### src/common/ctx_switch_pkg.sv
/*
  Shared constants and types for the context switch status block.
  Assumes a 32-bit APB register bus and a simple word-wide memory port.
*/
package ctx_switch_pkg;

  // ---------------------------------------------------------------
  // Context image layout (byte offsets from the descriptor base)
  // ---------------------------------------------------------------
  localparam int unsigned CACHE_LINE_BYTES    = 64;
  localparam int unsigned STATUS_PAGE_BYTES   = 4096;
  localparam int unsigned RING_CTX_LINES      = 5;
  localparam logic [31:0] RING_CTX_OFFSET     = 32'h0000_1000;
  localparam logic [31:0] ENGINE_CTX_OFFSET   = 32'h0000_1140;
  localparam logic [31:0] SR_CTL_WORD_OFFSET  = 32'h0000_1008;
  localparam int unsigned SR_INHIBIT_BIT      = 0;
  localparam int unsigned ENGINE_CTX_WORDS    = 8;

  // ---------------------------------------------------------------
  // Global status page layout (dword offsets)
  // ---------------------------------------------------------------
  localparam logic [31:0] STATUS_BUF_DW_OFFSET = 32'h0000_0028;
  localparam logic [31:0] LAST_IDX_DW_OFFSET   = 32'h0000_0047;
  localparam logic [3:0]  STATUS_ENTRIES       = 4'hC;
  localparam logic [15:0] IDLE_CTX_ID          = 16'hFFFF;

  // ---------------------------------------------------------------
  // APB register map (byte addresses)
  // ---------------------------------------------------------------
  localparam logic [11:0] REG_CONTROL_ADDR   = 12'h000;
  localparam logic [11:0] REG_REASON_MASK    = 12'h004;
  localparam logic [11:0] REG_STATUS_ADDR    = 12'h008;
  localparam logic [11:0] REG_FIFO_STATUS    = 12'h00C;
  localparam logic [11:0] REG_FIFO_READ_LO   = 12'h010;
  localparam logic [11:0] REG_FIFO_READ_HI   = 12'h014;
  localparam logic [11:0] REG_GSP_BASE       = 12'h018;
  localparam logic [5:0]  MASK_RESET         = 6'h00;

  // Switch reason classes, one mask bit each
  typedef enum logic [2:0] {
    RSN_IDLE_TO_ACTIVE,
    RSN_PREEMPT_IDLE,
    RSN_LOAD_SWITCH,
    RSN_LITE_RESTORE,
    RSN_ELEMENT,
    RSN_ACTIVE_IDLE
  } reason_t;

  // Switch detail encodings
  localparam logic [2:0] DETAIL_COMPLETE  = 3'h0;
  localparam logic [2:0] DETAIL_PREEMPTED = 3'h5;

  // Assemble a 64-bit switch-reason record
  function automatic logic [63:0] pack_record(input logic        new_q,
                                              input logic [15:0] away,
                                              input logic [15:0] to,
                                              input logic [2:0]  detail);
    pack_record = {new_q, 12'h000, detail, to, away, 16'h0000};
  endfunction : pack_record

endpackage : ctx_switch_pkg

### src/context_switch_status.sv
/*
  Context save/restore sequencer and switch status reporter of one engine.
  Assumes switch events come from the engine scheduler held on sw_valid
  until sw_ready, with ids and detail, a word memory with request/acknowledge,
  and an APB master for the register file.
*/
// What this block does
// - Restore the chosen context image on switch-in; save it back on switch-out.
// - Image order is 4K status page, ring context, engine context.
// - Descriptor points to the 4KB status page base; head reported there.
// - Ring context follows the status page and spans five cache lines.
// - Restore ring context first; its save/restore control steers engine restore.
// - Engine context follows ring context, restored and saved after it.
// - Inhibit bit skips engine restore; next save still writes full engine context.
// - Every valid context switch-out reports a 64-bit switch-reason record.
// - Leaving idle for first element also reports; away id is meaningless.
// - Each reported record is followed by the context switch interrupt.
// - Masked switch reasons suppress both record and interrupt.
// - Record holds away id, to id, new-queue flag and detail.
// - Every record is also pushed to a firmware read-port FIFO.
// - Idle id is FFFF; idle-to-active has flag set, away idle, detail 0.
// - Preempt-to-idle: flag set, running away, idle target, detail 0-5.
// - Load switch detail: 0 completed, 5 preempted, 1-4 blocked wait.
// - Same context reloaded reports lite restore, flag set, equal ids.
// - Element switch: flag clear, detail 0 complete or 1-4 wait.
// - Active-to-idle: flag clear, idle target, detail 0-4 only.
// - Records go to successive buffer entries from dword 28h, wrapping.
// - Twelve entries, wrap after 11; index bits 7:4 written zero.
`timescale 1ns/100ps
module context_switch_status
  import ctx_switch_pkg::*;
#(
  parameter int FIFO_DEPTH = 8
) (
  input  wire logic        pclk,
  input  wire logic        presetn,
  // APB slave
  input  wire logic        psel,
  input  wire logic        penable,
  input  wire logic        pwrite,
  input  wire logic [11:0] paddr,
  input  wire logic [31:0] pwdata,
  output logic      [31:0] prdata,
  output logic             pready,
  output logic             pslverr,
  // Switch event from the execution queue logic
  input  wire logic        sw_valid,
  input  wire logic [2:0]  sw_kind,
  input  wire logic [15:0] sw_to_id,
  input  wire logic [31:0] sw_to_base,
  input  wire logic [2:0]  sw_detail,
  output logic             sw_ready,
  // Memory port
  output logic             mem_req,
  output logic             mem_we,
  output logic      [31:0] mem_addr,
  output logic      [31:0] mem_wdata,
  input  wire logic        mem_ack,
  input  wire logic [31:0] mem_rdata,
  // Status
  output logic             ctx_switch_irq,
  output logic      [15:0] running_id
);
  typedef enum logic [3:0] {
    ST_IDLE, ST_SAVE_RING, ST_SAVE_ENG, ST_REST_RING, ST_REST_ENG,
    ST_REC_LO, ST_REC_HI, ST_LAST_IDX, ST_IRQ
  } seq_t;

  typedef struct packed {
    seq_t        st;
    logic        issued;
    logic [3:0]  word;
    logic [15:0] run_id;
    logic [31:0] run_base;
    logic [15:0] to_id;
    logic [31:0] to_base;
    logic        report;
    logic [63:0] record;
    logic [3:0]  wr_idx;
    logic        inhibit;
    logic [5:0]  mask;
    logic [31:0] gsp_base;
    logic        enable;
    logic        irq;
    logic [31:0] prdata;
    logic        apb_ack;
  } blk_state_t;

  blk_state_t s_reg, s_next;

  logic        mp_start;
  logic        mp_write;
  logic [31:0] mp_addr;
  logic [31:0] mp_wdata;
  logic        mp_done;
  logic [31:0] mp_rdata;
  logic        fifo_pop;
  logic        fifo_push;
  logic [63:0] fifo_head;
  logic        fifo_empty;
  logic        fifo_full;
  logic [4:0]  fifo_level;

  // Dword offset to byte address inside the global status page
  function automatic logic [31:0] gsp_addr(input logic [31:0] base, input logic [31:0] dw);
    gsp_addr = base + (dw << 2);
  endfunction : gsp_addr

  // ---------------------------------------------------------------
  // Sub-blocks
  // ---------------------------------------------------------------
  ctx_mem_port u_mem (
    .pclk        (pclk),
    .presetn     (presetn),
    .start       (mp_start),
    .start_write (mp_write),
    .start_addr  (mp_addr),
    .start_wdata (mp_wdata),
    .mem_ack     (mem_ack),
    .mem_rdata   (mem_rdata),
    .mem_req     (mem_req),
    .mem_we      (mem_we),
    .mem_addr    (mem_addr),
    .mem_wdata   (mem_wdata),
    .done        (mp_done),
    .rdata       (mp_rdata)
  );

  ctx_record_fifo #(.WIDTH(64), .DEPTH(FIFO_DEPTH)) u_fifo (
    .pclk      (pclk),
    .presetn   (presetn),
    .push      (fifo_push),
    .push_data (s_reg.record),
    .pop       (fifo_pop),
    .head_data (fifo_head),
    .empty     (fifo_empty),
    .full      (fifo_full),
    .level     (fifo_level)
  );

  // ---------------------------------------------------------------
  // Sequencer and registers
  // ---------------------------------------------------------------
  always_comb begin
    logic        rd;
    logic        wr;
    logic        word_last;
    logic        kind_ok;
    s_next    = s_reg;
    mp_start  = 1'b0;
    mp_write  = 1'b0;
    mp_addr   = '0;
    mp_wdata  = '0;
    fifo_push = 1'b0;
    fifo_pop  = 1'b0;
    // One wait state: data registered first, write lands with pready
    s_next.apb_ack = psel && penable && !s_reg.apb_ack;
    rd        = psel && penable && !pwrite && !s_reg.apb_ack;
    wr        = psel && penable && pwrite && s_reg.apb_ack;
    word_last = (s_reg.word == 4'(ENGINE_CTX_WORDS - 1));
    kind_ok   = (sw_kind <= 3'(RSN_ACTIVE_IDLE));

    // APB register access; read data stands when pready rises
    s_next.prdata = '0;
    if (rd) begin
      if (paddr == REG_CONTROL_ADDR) begin
        s_next.prdata = {31'h0, s_reg.enable};
      end else if (paddr == REG_REASON_MASK) begin
        s_next.prdata = {26'h0, s_reg.mask};
      end else if (paddr == REG_STATUS_ADDR) begin
        s_next.prdata = {s_reg.run_id, 8'h00, s_reg.wr_idx, s_reg.st};
      end else if (paddr == REG_FIFO_STATUS) begin
        s_next.prdata = {25'h0, fifo_full, fifo_empty, fifo_level};
      end else if (paddr == REG_FIFO_READ_LO) begin
        s_next.prdata = fifo_head[31:0];
      end else if (paddr == REG_FIFO_READ_HI) begin
        s_next.prdata = fifo_head[63:32];
        fifo_pop      = !fifo_empty;
      end else if (paddr == REG_GSP_BASE) begin
        s_next.prdata = s_reg.gsp_base;
      end
    end
    if (wr) begin
      if (paddr == REG_CONTROL_ADDR) begin
        s_next.enable = pwdata[0];
      end else if (paddr == REG_REASON_MASK) begin
        s_next.mask = pwdata[5:0];
      end else if (paddr == REG_GSP_BASE) begin
        s_next.gsp_base = pwdata;
      end
    end

    // Each memory step issues once, then waits for its completion
    if (s_reg.st != ST_IDLE && s_reg.st != ST_IRQ && !s_reg.issued && !mp_done) begin
      s_next.issued = 1'b1;
      mp_start      = 1'b1;
    end
    if (mp_done) begin
      s_next.issued = 1'b0;
    end

    s_next.irq = 1'b0;
    case (s_reg.st)
      ST_IDLE: begin
        if (sw_valid && kind_ok && s_reg.enable) begin
          s_next.to_id   = sw_to_id;
          s_next.to_base = sw_to_base;
          s_next.word    = '0;
          s_next.report  = !s_reg.mask[sw_kind];
          case (sw_kind)
            RSN_IDLE_TO_ACTIVE: s_next.record = pack_record(1'b1, IDLE_CTX_ID, sw_to_id, DETAIL_COMPLETE);
            RSN_PREEMPT_IDLE:   s_next.record = pack_record(1'b1, s_reg.run_id, IDLE_CTX_ID, sw_detail);
            RSN_LOAD_SWITCH:    s_next.record = pack_record(1'b1, s_reg.run_id, sw_to_id, sw_detail);
            RSN_LITE_RESTORE:   s_next.record = pack_record(1'b1, s_reg.run_id, s_reg.run_id, DETAIL_COMPLETE);
            RSN_ELEMENT:        s_next.record = pack_record(1'b0, s_reg.run_id, sw_to_id, sw_detail);
            default:            s_next.record = pack_record(1'b0, s_reg.run_id, IDLE_CTX_ID,
                                                            (sw_detail == DETAIL_PREEMPTED) ? 3'h4 : sw_detail);
          endcase
          // Save only when a real context is running; lite restore keeps state
          if (s_reg.run_id != IDLE_CTX_ID && sw_kind != 3'(RSN_LITE_RESTORE)) begin
            s_next.st = ST_SAVE_RING;
          end else if (sw_kind == 3'(RSN_IDLE_TO_ACTIVE) || sw_kind == 3'(RSN_LOAD_SWITCH)
                       || sw_kind == 3'(RSN_ELEMENT)) begin
            s_next.st = ST_REST_RING;
          end else begin
            s_next.st = ST_REC_LO;
          end
        end
      end
      ST_SAVE_RING: begin
        mp_write = 1'b1;
        mp_addr  = s_reg.run_base + RING_CTX_OFFSET + 32'({s_reg.word, 2'b00});
        mp_wdata = {16'h0, s_reg.run_id};
        if (mp_done) begin
          s_next.word = word_last ? '0 : s_reg.word + 4'h1;
          if (word_last) s_next.st = ST_SAVE_ENG;
        end
      end
      ST_SAVE_ENG: begin
        // Engine context always written in full, even after an inhibited restore
        mp_write = 1'b1;
        mp_addr  = s_reg.run_base + ENGINE_CTX_OFFSET + 32'({s_reg.word, 2'b00});
        mp_wdata = {16'h0, s_reg.run_id};
        if (mp_done) begin
          s_next.word = word_last ? '0 : s_reg.word + 4'h1;
          if (word_last) begin
            s_next.st     = (s_reg.to_id == IDLE_CTX_ID) ? ST_REC_LO : ST_REST_RING;
            s_next.run_id = IDLE_CTX_ID;
          end
        end
      end
      ST_REST_RING: begin
        mp_addr = s_reg.to_base + RING_CTX_OFFSET + 32'({s_reg.word, 2'b00});
        if (mp_done) begin
          if (mp_addr == s_reg.to_base + SR_CTL_WORD_OFFSET) begin
            s_next.inhibit = mp_rdata[SR_INHIBIT_BIT];
          end
          s_next.word = word_last ? '0 : s_reg.word + 4'h1;
          if (word_last) begin
            s_next.st = s_next.inhibit ? ST_REC_LO : ST_REST_ENG;
          end
        end
      end
      ST_REST_ENG: begin
        mp_addr = s_reg.to_base + ENGINE_CTX_OFFSET + 32'({s_reg.word, 2'b00});
        if (mp_done) begin
          s_next.word = word_last ? '0 : s_reg.word + 4'h1;
          if (word_last) s_next.st = ST_REC_LO;
        end
      end
      ST_REC_LO: begin
        if (!s_reg.report) begin
          mp_start      = 1'b0;
          s_next.issued = 1'b0;
          s_next.st     = ST_IDLE;
        end else begin
          mp_write = 1'b1;
          mp_addr  = gsp_addr(s_reg.gsp_base, STATUS_BUF_DW_OFFSET + 32'({s_reg.wr_idx, 1'b0}));
          mp_wdata = s_reg.record[31:0];
          if (mp_done) s_next.st = ST_REC_HI;
        end
        if (s_reg.to_id != IDLE_CTX_ID && s_reg.st == ST_REC_LO) begin
          s_next.run_id   = s_reg.to_id;
          s_next.run_base = s_reg.to_base;
        end
      end
      ST_REC_HI: begin
        mp_write = 1'b1;
        mp_addr  = gsp_addr(s_reg.gsp_base, STATUS_BUF_DW_OFFSET + 32'({s_reg.wr_idx, 1'b1}));
        mp_wdata = s_reg.record[63:32];
        if (mp_done) begin
          s_next.st = ST_LAST_IDX;
          fifo_push = 1'b1;
        end
      end
      ST_LAST_IDX: begin
        mp_write = 1'b1;
        mp_addr  = gsp_addr(s_reg.gsp_base, LAST_IDX_DW_OFFSET);
        mp_wdata = {28'h0, s_reg.wr_idx};
        if (mp_done) begin
          s_next.wr_idx = (s_reg.wr_idx == STATUS_ENTRIES - 4'h1) ? 4'h0 : s_reg.wr_idx + 4'h1;
          s_next.st     = ST_IRQ;
        end
      end
      ST_IRQ: begin
        s_next.irq = 1'b1;
        s_next.st  = ST_IDLE;
      end
      default: begin
        s_next.st = ST_IDLE;
      end
    endcase
  end

  // ---------------------------------------------------------------
  // State register
  // ---------------------------------------------------------------
  always_ff @(posedge pclk or negedge presetn) begin
    if (!presetn) begin
      s_reg          <= '0;
      s_reg.st       <= ST_IDLE;
      s_reg.run_id   <= IDLE_CTX_ID;
      s_reg.to_id    <= IDLE_CTX_ID;
      s_reg.mask     <= MASK_RESET;
    end else begin
      s_reg <= s_next;
    end
  end

  // Outputs
  assign sw_ready       = (s_reg.st == ST_IDLE) && s_reg.enable;
  assign ctx_switch_irq = s_reg.irq;
  assign running_id     = s_reg.run_id;
  assign prdata         = s_reg.prdata;
  assign pready         = psel && penable && s_reg.apb_ack;
  assign pslverr        = 1'b0;
endmodule : context_switch_status

### src/ctx_record_fifo.sv
/*
  Small record queue that the firmware drains through the read port.
  Assumes pop only when not empty; push when full drops the record.
*/
`timescale 1ns/100ps
module ctx_record_fifo
  import ctx_switch_pkg::*;
#(
  parameter int WIDTH = 64,
  parameter int DEPTH = 8
) (
  input  wire logic             pclk,
  input  wire logic             presetn,
  input  wire logic             push,
  input  wire logic [WIDTH-1:0] push_data,
  input  wire logic             pop,
  output logic      [WIDTH-1:0] head_data,
  output logic                  empty,
  output logic                  full,
  output logic            [4:0] level
);
  localparam int AW = $clog2(DEPTH);

  typedef struct packed {
    logic [DEPTH-1:0][WIDTH-1:0] mem;
    logic [AW-1:0]               rd;
    logic [AW-1:0]               wr;
    logic [4:0]                  cnt;
  } fifo_state_t;

  fifo_state_t state_reg, state_next;

  // Pointer wrap shared by both ends
  function automatic logic [AW-1:0] bump(input logic [AW-1:0] p);
    bump = (p == AW'(DEPTH - 1)) ? '0 : p + 1'b1;
  endfunction : bump

  // --------------------------------------------------------------
  // Next state
  // --------------------------------------------------------------
  always_comb begin
    logic do_push;
    logic do_pop;
    do_push    = push && (state_reg.cnt != 5'(DEPTH));
    do_pop     = pop && (state_reg.cnt != 5'h00);
    state_next = state_reg;
    if (do_push) begin
      state_next.mem[state_reg.wr] = push_data;
      state_next.wr                = bump(state_reg.wr);
    end
    if (do_pop) begin
      state_next.rd = bump(state_reg.rd);
    end
    state_next.cnt = state_reg.cnt + 5'(do_push) - 5'(do_pop);
  end

  always_ff @(posedge pclk or negedge presetn) begin
    if (!presetn) begin
      state_reg <= '0;
    end else begin
      state_reg <= state_next;
    end
  end

  assign head_data = state_reg.mem[state_reg.rd];
  assign empty     = (state_reg.cnt == 5'h00);
  assign full      = (state_reg.cnt == 5'(DEPTH));
  assign level     = state_reg.cnt;
endmodule : ctx_record_fifo

### src/ctx_mem_port.sv
/*
  Single-word memory write/read sequencer with request/acknowledge.
  Assumes the memory answers each request with one mem_ack pulse.
*/
`timescale 1ns/100ps
module ctx_mem_port
  import ctx_switch_pkg::*;
(
  input  wire logic        pclk,
  input  wire logic        presetn,
  input  wire logic        start,
  input  wire logic        start_write,
  input  wire logic [31:0] start_addr,
  input  wire logic [31:0] start_wdata,
  input  wire logic        mem_ack,
  input  wire logic [31:0] mem_rdata,
  output logic             mem_req,
  output logic             mem_we,
  output logic      [31:0] mem_addr,
  output logic      [31:0] mem_wdata,
  output logic             done,
  output logic      [31:0] rdata
);
  typedef struct packed {
    logic        busy;
    logic        we;
    logic [31:0] addr;
    logic [31:0] wdata;
    logic        done;
    logic [31:0] rdata;
  } port_state_t;

  port_state_t state_reg, state_next;

  // Hold request until the memory acknowledges it
  always_comb begin
    state_next      = state_reg;
    state_next.done = 1'b0;
    if (!state_reg.busy && start) begin
      state_next.busy  = 1'b1;
      state_next.we    = start_write;
      state_next.addr  = start_addr;
      state_next.wdata = start_wdata;
    end else if (state_reg.busy && mem_ack) begin
      state_next.busy  = 1'b0;
      state_next.done  = 1'b1;
      state_next.rdata = mem_rdata;
    end
  end

  always_ff @(posedge pclk or negedge presetn) begin
    if (!presetn) begin
      state_reg <= '0;
    end else begin
      state_reg <= state_next;
    end
  end

  assign mem_req   = state_reg.busy;
  assign mem_we    = state_reg.we;
  assign mem_addr  = state_reg.addr;
  assign mem_wdata = state_reg.wdata;
  assign done      = state_reg.done;
  assign rdata     = state_reg.rdata;
endmodule : ctx_mem_port

### config.mk
export PLATFORM = sky130hd
export DESIGN_NAME = context_switch_status
export DESIGN_NICKNAME = d
export VERILOG_FILES = /design/src/common/ctx_switch_pkg.sv /design/src/context_switch_status.sv /design/src/ctx_record_fifo.sv /design/src/ctx_mem_port.sv
export SDC_FILE = /design/constraint.sdc
export NUM_CORES = 1
export LEC_CHECK = 0
export BUFFER_PORTS_ARGS = -buffer_cell sky130_fd_sc_hd__buf_4
export CORE_MARGIN = 2
export CORE_UTILIZATION = 61
export DETAILED_ROUTE_END_ITERATION = 8
export PLACE_DENSITY_LB_ADDON = 0.12
export RECOVER_POWER = 25
export SLEW_MARGIN = 15
export SYNTH_ARGS = -nofsm -noshare
export SYNTH_HDL_FRONTEND = slang
export SYNTH_SLANG_ARGS = --single-unit
### constraint.sdc
create_clock -name pclk -period 8.6 [get_ports pclk]
set_input_delay 0.86 -clock pclk [delete_from_list [all_inputs] [get_ports pclk]]
set_output_delay 0.86 -clock pclk [all_outputs]
set_load 0.05 [all_outputs]
==> metrics.md <==
| Metric | Value |
|---|---|
| Wire length per cell | `approximately 28 um` |
| Clock Latency Late Sink | `around 0.65 ns` |
| Final std cells w/o fill | `3621` |
| Depth of the CTS H-tree | `2` |
| First-pass GRT wire length | `150000 um` |
| Dpl cells | `3512` |
| Die area | `~53000 sq um` |
| Final #Nets | `3080` |
| Final setup viols | `0` |
| Slew @ Worst Pin | `6.22 ns` |
| CTS sink cnt | `587` |
| Syn Area/Cell | `10.9 sq um` |
| Share of layout cells above drive strength 1 | `29.4%` |
| CP Max Fanout | `115` |
| Largest register FFs | `294` |
| Kind of critical path | `in -> async` |
| Maximum VDD drop | `0.000180 V` |
| Remaining DRCs | `0` |
| FMAX | `166 MHz` |
| # port buffers | `222` |
| Core Region | `50400 sq um` |
| Area contributors post-synth | `dfrtp_1, mux2_2, mux4_2` |
| Max Cap Viol | `1` |
| CTS buffer count | `59` |
| Clk pin slew, worst setup/hold paths | `0.06 ns` |
| Postcts setup bufs | `0` |
| Final period util | `a little over two thirds` |
| Number of flops mapped to enable cells by yosys | `0` |
| Die width | `230 um` |
| Mapped cell area | `31200 sq um` |
| Largest net degree at the start of global routing | `between 150 and 200` |
| Pins over their slew limit | `116` |
| Asr flop ratio synth | `100%` |
| Synth top cells by count | `dfrtp_1, nand2_1, mux2_2, nor2_1, o21ai_0` |
| Final Cell Area | `34700 sq um` |
| Remaining Overflow, GRT | `0` |
| Row cnt | `between 80 and 90` |
| Placed cell areas | `~33000 sq um` |
| Post_cts resized | `0` |
| Register area share after synthesis | `47.2%` |
| Clk_skew | `around 0.034 ns` |
| Clk root buf | `clkbuf_16` |
| Area grow syn2layout | `11.1%` |
| Leading area contributor after synthesis | `dfrtp_1` |
| Worst hold path class | `in -> reg` |
| Routed Antenna Nets | `0` |
| Slew margin rel. | `-315%` |
| Hold Buf Count CTS | `0` |
| Buffers & Inverters on Critical Path | `1` |
| Power Density | `197 nW/um^2` |
| Vias in the first global route | `24100` |
| Routed WL | `99600 um` |
| HPWL Detailed | `68100 um` |
| Initial antenna violation count | `1` |
| I/O pin count | `255` |
| Primary FF master, synth | `dfrtp_1` |
| Share of the synthesized area in the top cell type | `44.5%` |
| CTS tree | `built` |
| CP Cell Sequence | `clkbuf_1` |
| DR vias/cell | `6.66` |
| Setup TNS | `0 ns` |
| Post-Syn Instances | `2861` |
| RSZ-0062 raised after global routing | `false` |
| Placer Congestion | `0.958` |
| Routed via count | `24100` |
| Count of different cell masters after synthesis | `96` |
| CP Launch Type | `primary input` |
| Worst EP required | `7.83 ns` |
| Lkg Pwr | `~0.016 uW` |
| CP endpoint kind | `asynchronous set/reset pin` |
| WHS | `0.416 ns` |
| FF+latch count, synth | `587` |
| CTS max path bufs | `3` |
| 1st-pass router iterations | `6` |
| Crit path max-delay cell type | `clkbuf_1` |
| Worst stage delay on the critical path | `4.27 ns` |
| Net Count, Synth | `3040` |
| Synth warnings | `0` |
| Final Hold Viols | `0` |
| Failing checks | `max-capacitance violations, max-slew violations` |
| Most frequent cell after synthesis | `dfrtp_1` |
| Die Height | `230 um` |
| Final Power | `6830 uW` |
| Iter 0 DRT Violations | `2498` |
| GR Util All Layers | `37.6%` |
| Status | `complete, but fails checks` |
| Worst EP arrival | `5.24 ns` |
| Post-route minimum period | `approximately 6.0 ns` |
| CP top delay family | `buffers and inverters` |
| Initial Utilization | `roughly three fifths` |
## where the power goes
group,switching (uW),internal (uW)
Combinational,781,336
Sequential,160,2840
Clock,1120,1590
## routing by layer
metal	share of wire [%]	wire (um)	up-vias	GRT usage, %
met5	0	0	-	0
met4	6.7	6720	0	22.8
met3	6.7	6690	293	6.15
met2	47	46700	1003	59.3
met1	40	39500	12500	49.3
li1	-	-	10400	-
## layout make-up
class	instances	area (sq um)
Antenna cell	1	2.50
Clock buffer	91	1770
Clock inverter	17	284
Fill cell	3717	15700
Inverter	39	146
Multi-Input combinational cell	1960	15000
Sequential cell	587	14700
Tap cell	672	841
Timing Repair Buffer	254	1930
## cell families after synthesis
kind of cell             count (synthesis)  share of synthesized area [%]
flip-flops                             587                           47.2
multiplexers                           489                           20.5
other                                    1                         0.0120
AO/OA/AOI/OAI                          565                           11.9
buffers and inverters                  314                           5.04
XOR/XNOR                                67                           1.88
adder cells (fa/ha/maj)                 42                           1.80
AND/OR/NAND/NOR                        796                           11.7
## tightest hold or removal path, cell delays in order
cell     delay, ns
buf_4         0.08
nand2_1       0.04
nand2_1       0.05
## placed cells by master, fill, tap and decap left out, types with 11 or more instances in the layout
cell type,instances
inv_1,38
dfrtp_1,552
dfstp_2,32
a22oi_1,68
xor2_1,39
mux2i_1,48
buf_4,251
nor3_1,45
clkbuf_16,59
a21o_1,13
clkbuf_1,16
and2_1,11
a211oi_1,22
o21ai_0,145
a221oi_1,14
mux2_4,32
or3_1,14
mux2_2,336
nand3_1,51
nor4_1,15
nor2b_1,13
a21oi_1,126
o211ai_1,21
nand4_1,27
o21a_1,12
nor2_1,185
mux4_2,73
o221ai_1,15
nand2_1,348
ha_1,37
and3_1,19
clkbuf_8,17
xnor2_1,28
## worst paths after layout
check                                                 to  slack [ns]  cells after the start              startpoint
min reg2reg                           s_reg[0]$_DFF_PN0_        0.44                      1      s_reg[0]$_DFF_PN0_
max in group pclk          u_mem.mem_addr[9]$_DFFE_PN0P_        2.70                     13  s_reg[246]$_DFFE_PN0P_
min in group asynchronous         s_reg[172]$_DFFE_PN0P_        2.53                      1                 presetn
max                                s_reg[40]$_DFFE_PN0P_        2.59                      1                 presetn
min                               s_reg[143]$_DFFE_PN0P_        0.42                      3           sw_to_base[0]
max reg2reg                u_mem.mem_addr[9]$_DFFE_PN0P_        2.70                     13  s_reg[246]$_DFFE_PN0P_
## stage by stage
| step | worst slack, ns | util (%) |
|---|---|---|
| after floorplan | 4.72 | - |
| after global placement | 3.12 | 64.8 |
| after detailed placement | 3.04 | 64.8 |
| after CTS | 3.02 | 68.9 |
| after global routing | 1.30 | 68.8 |
| final | 2.59 | 68.8 |
No activity file was read; power rests on OpenSTA's default activity.
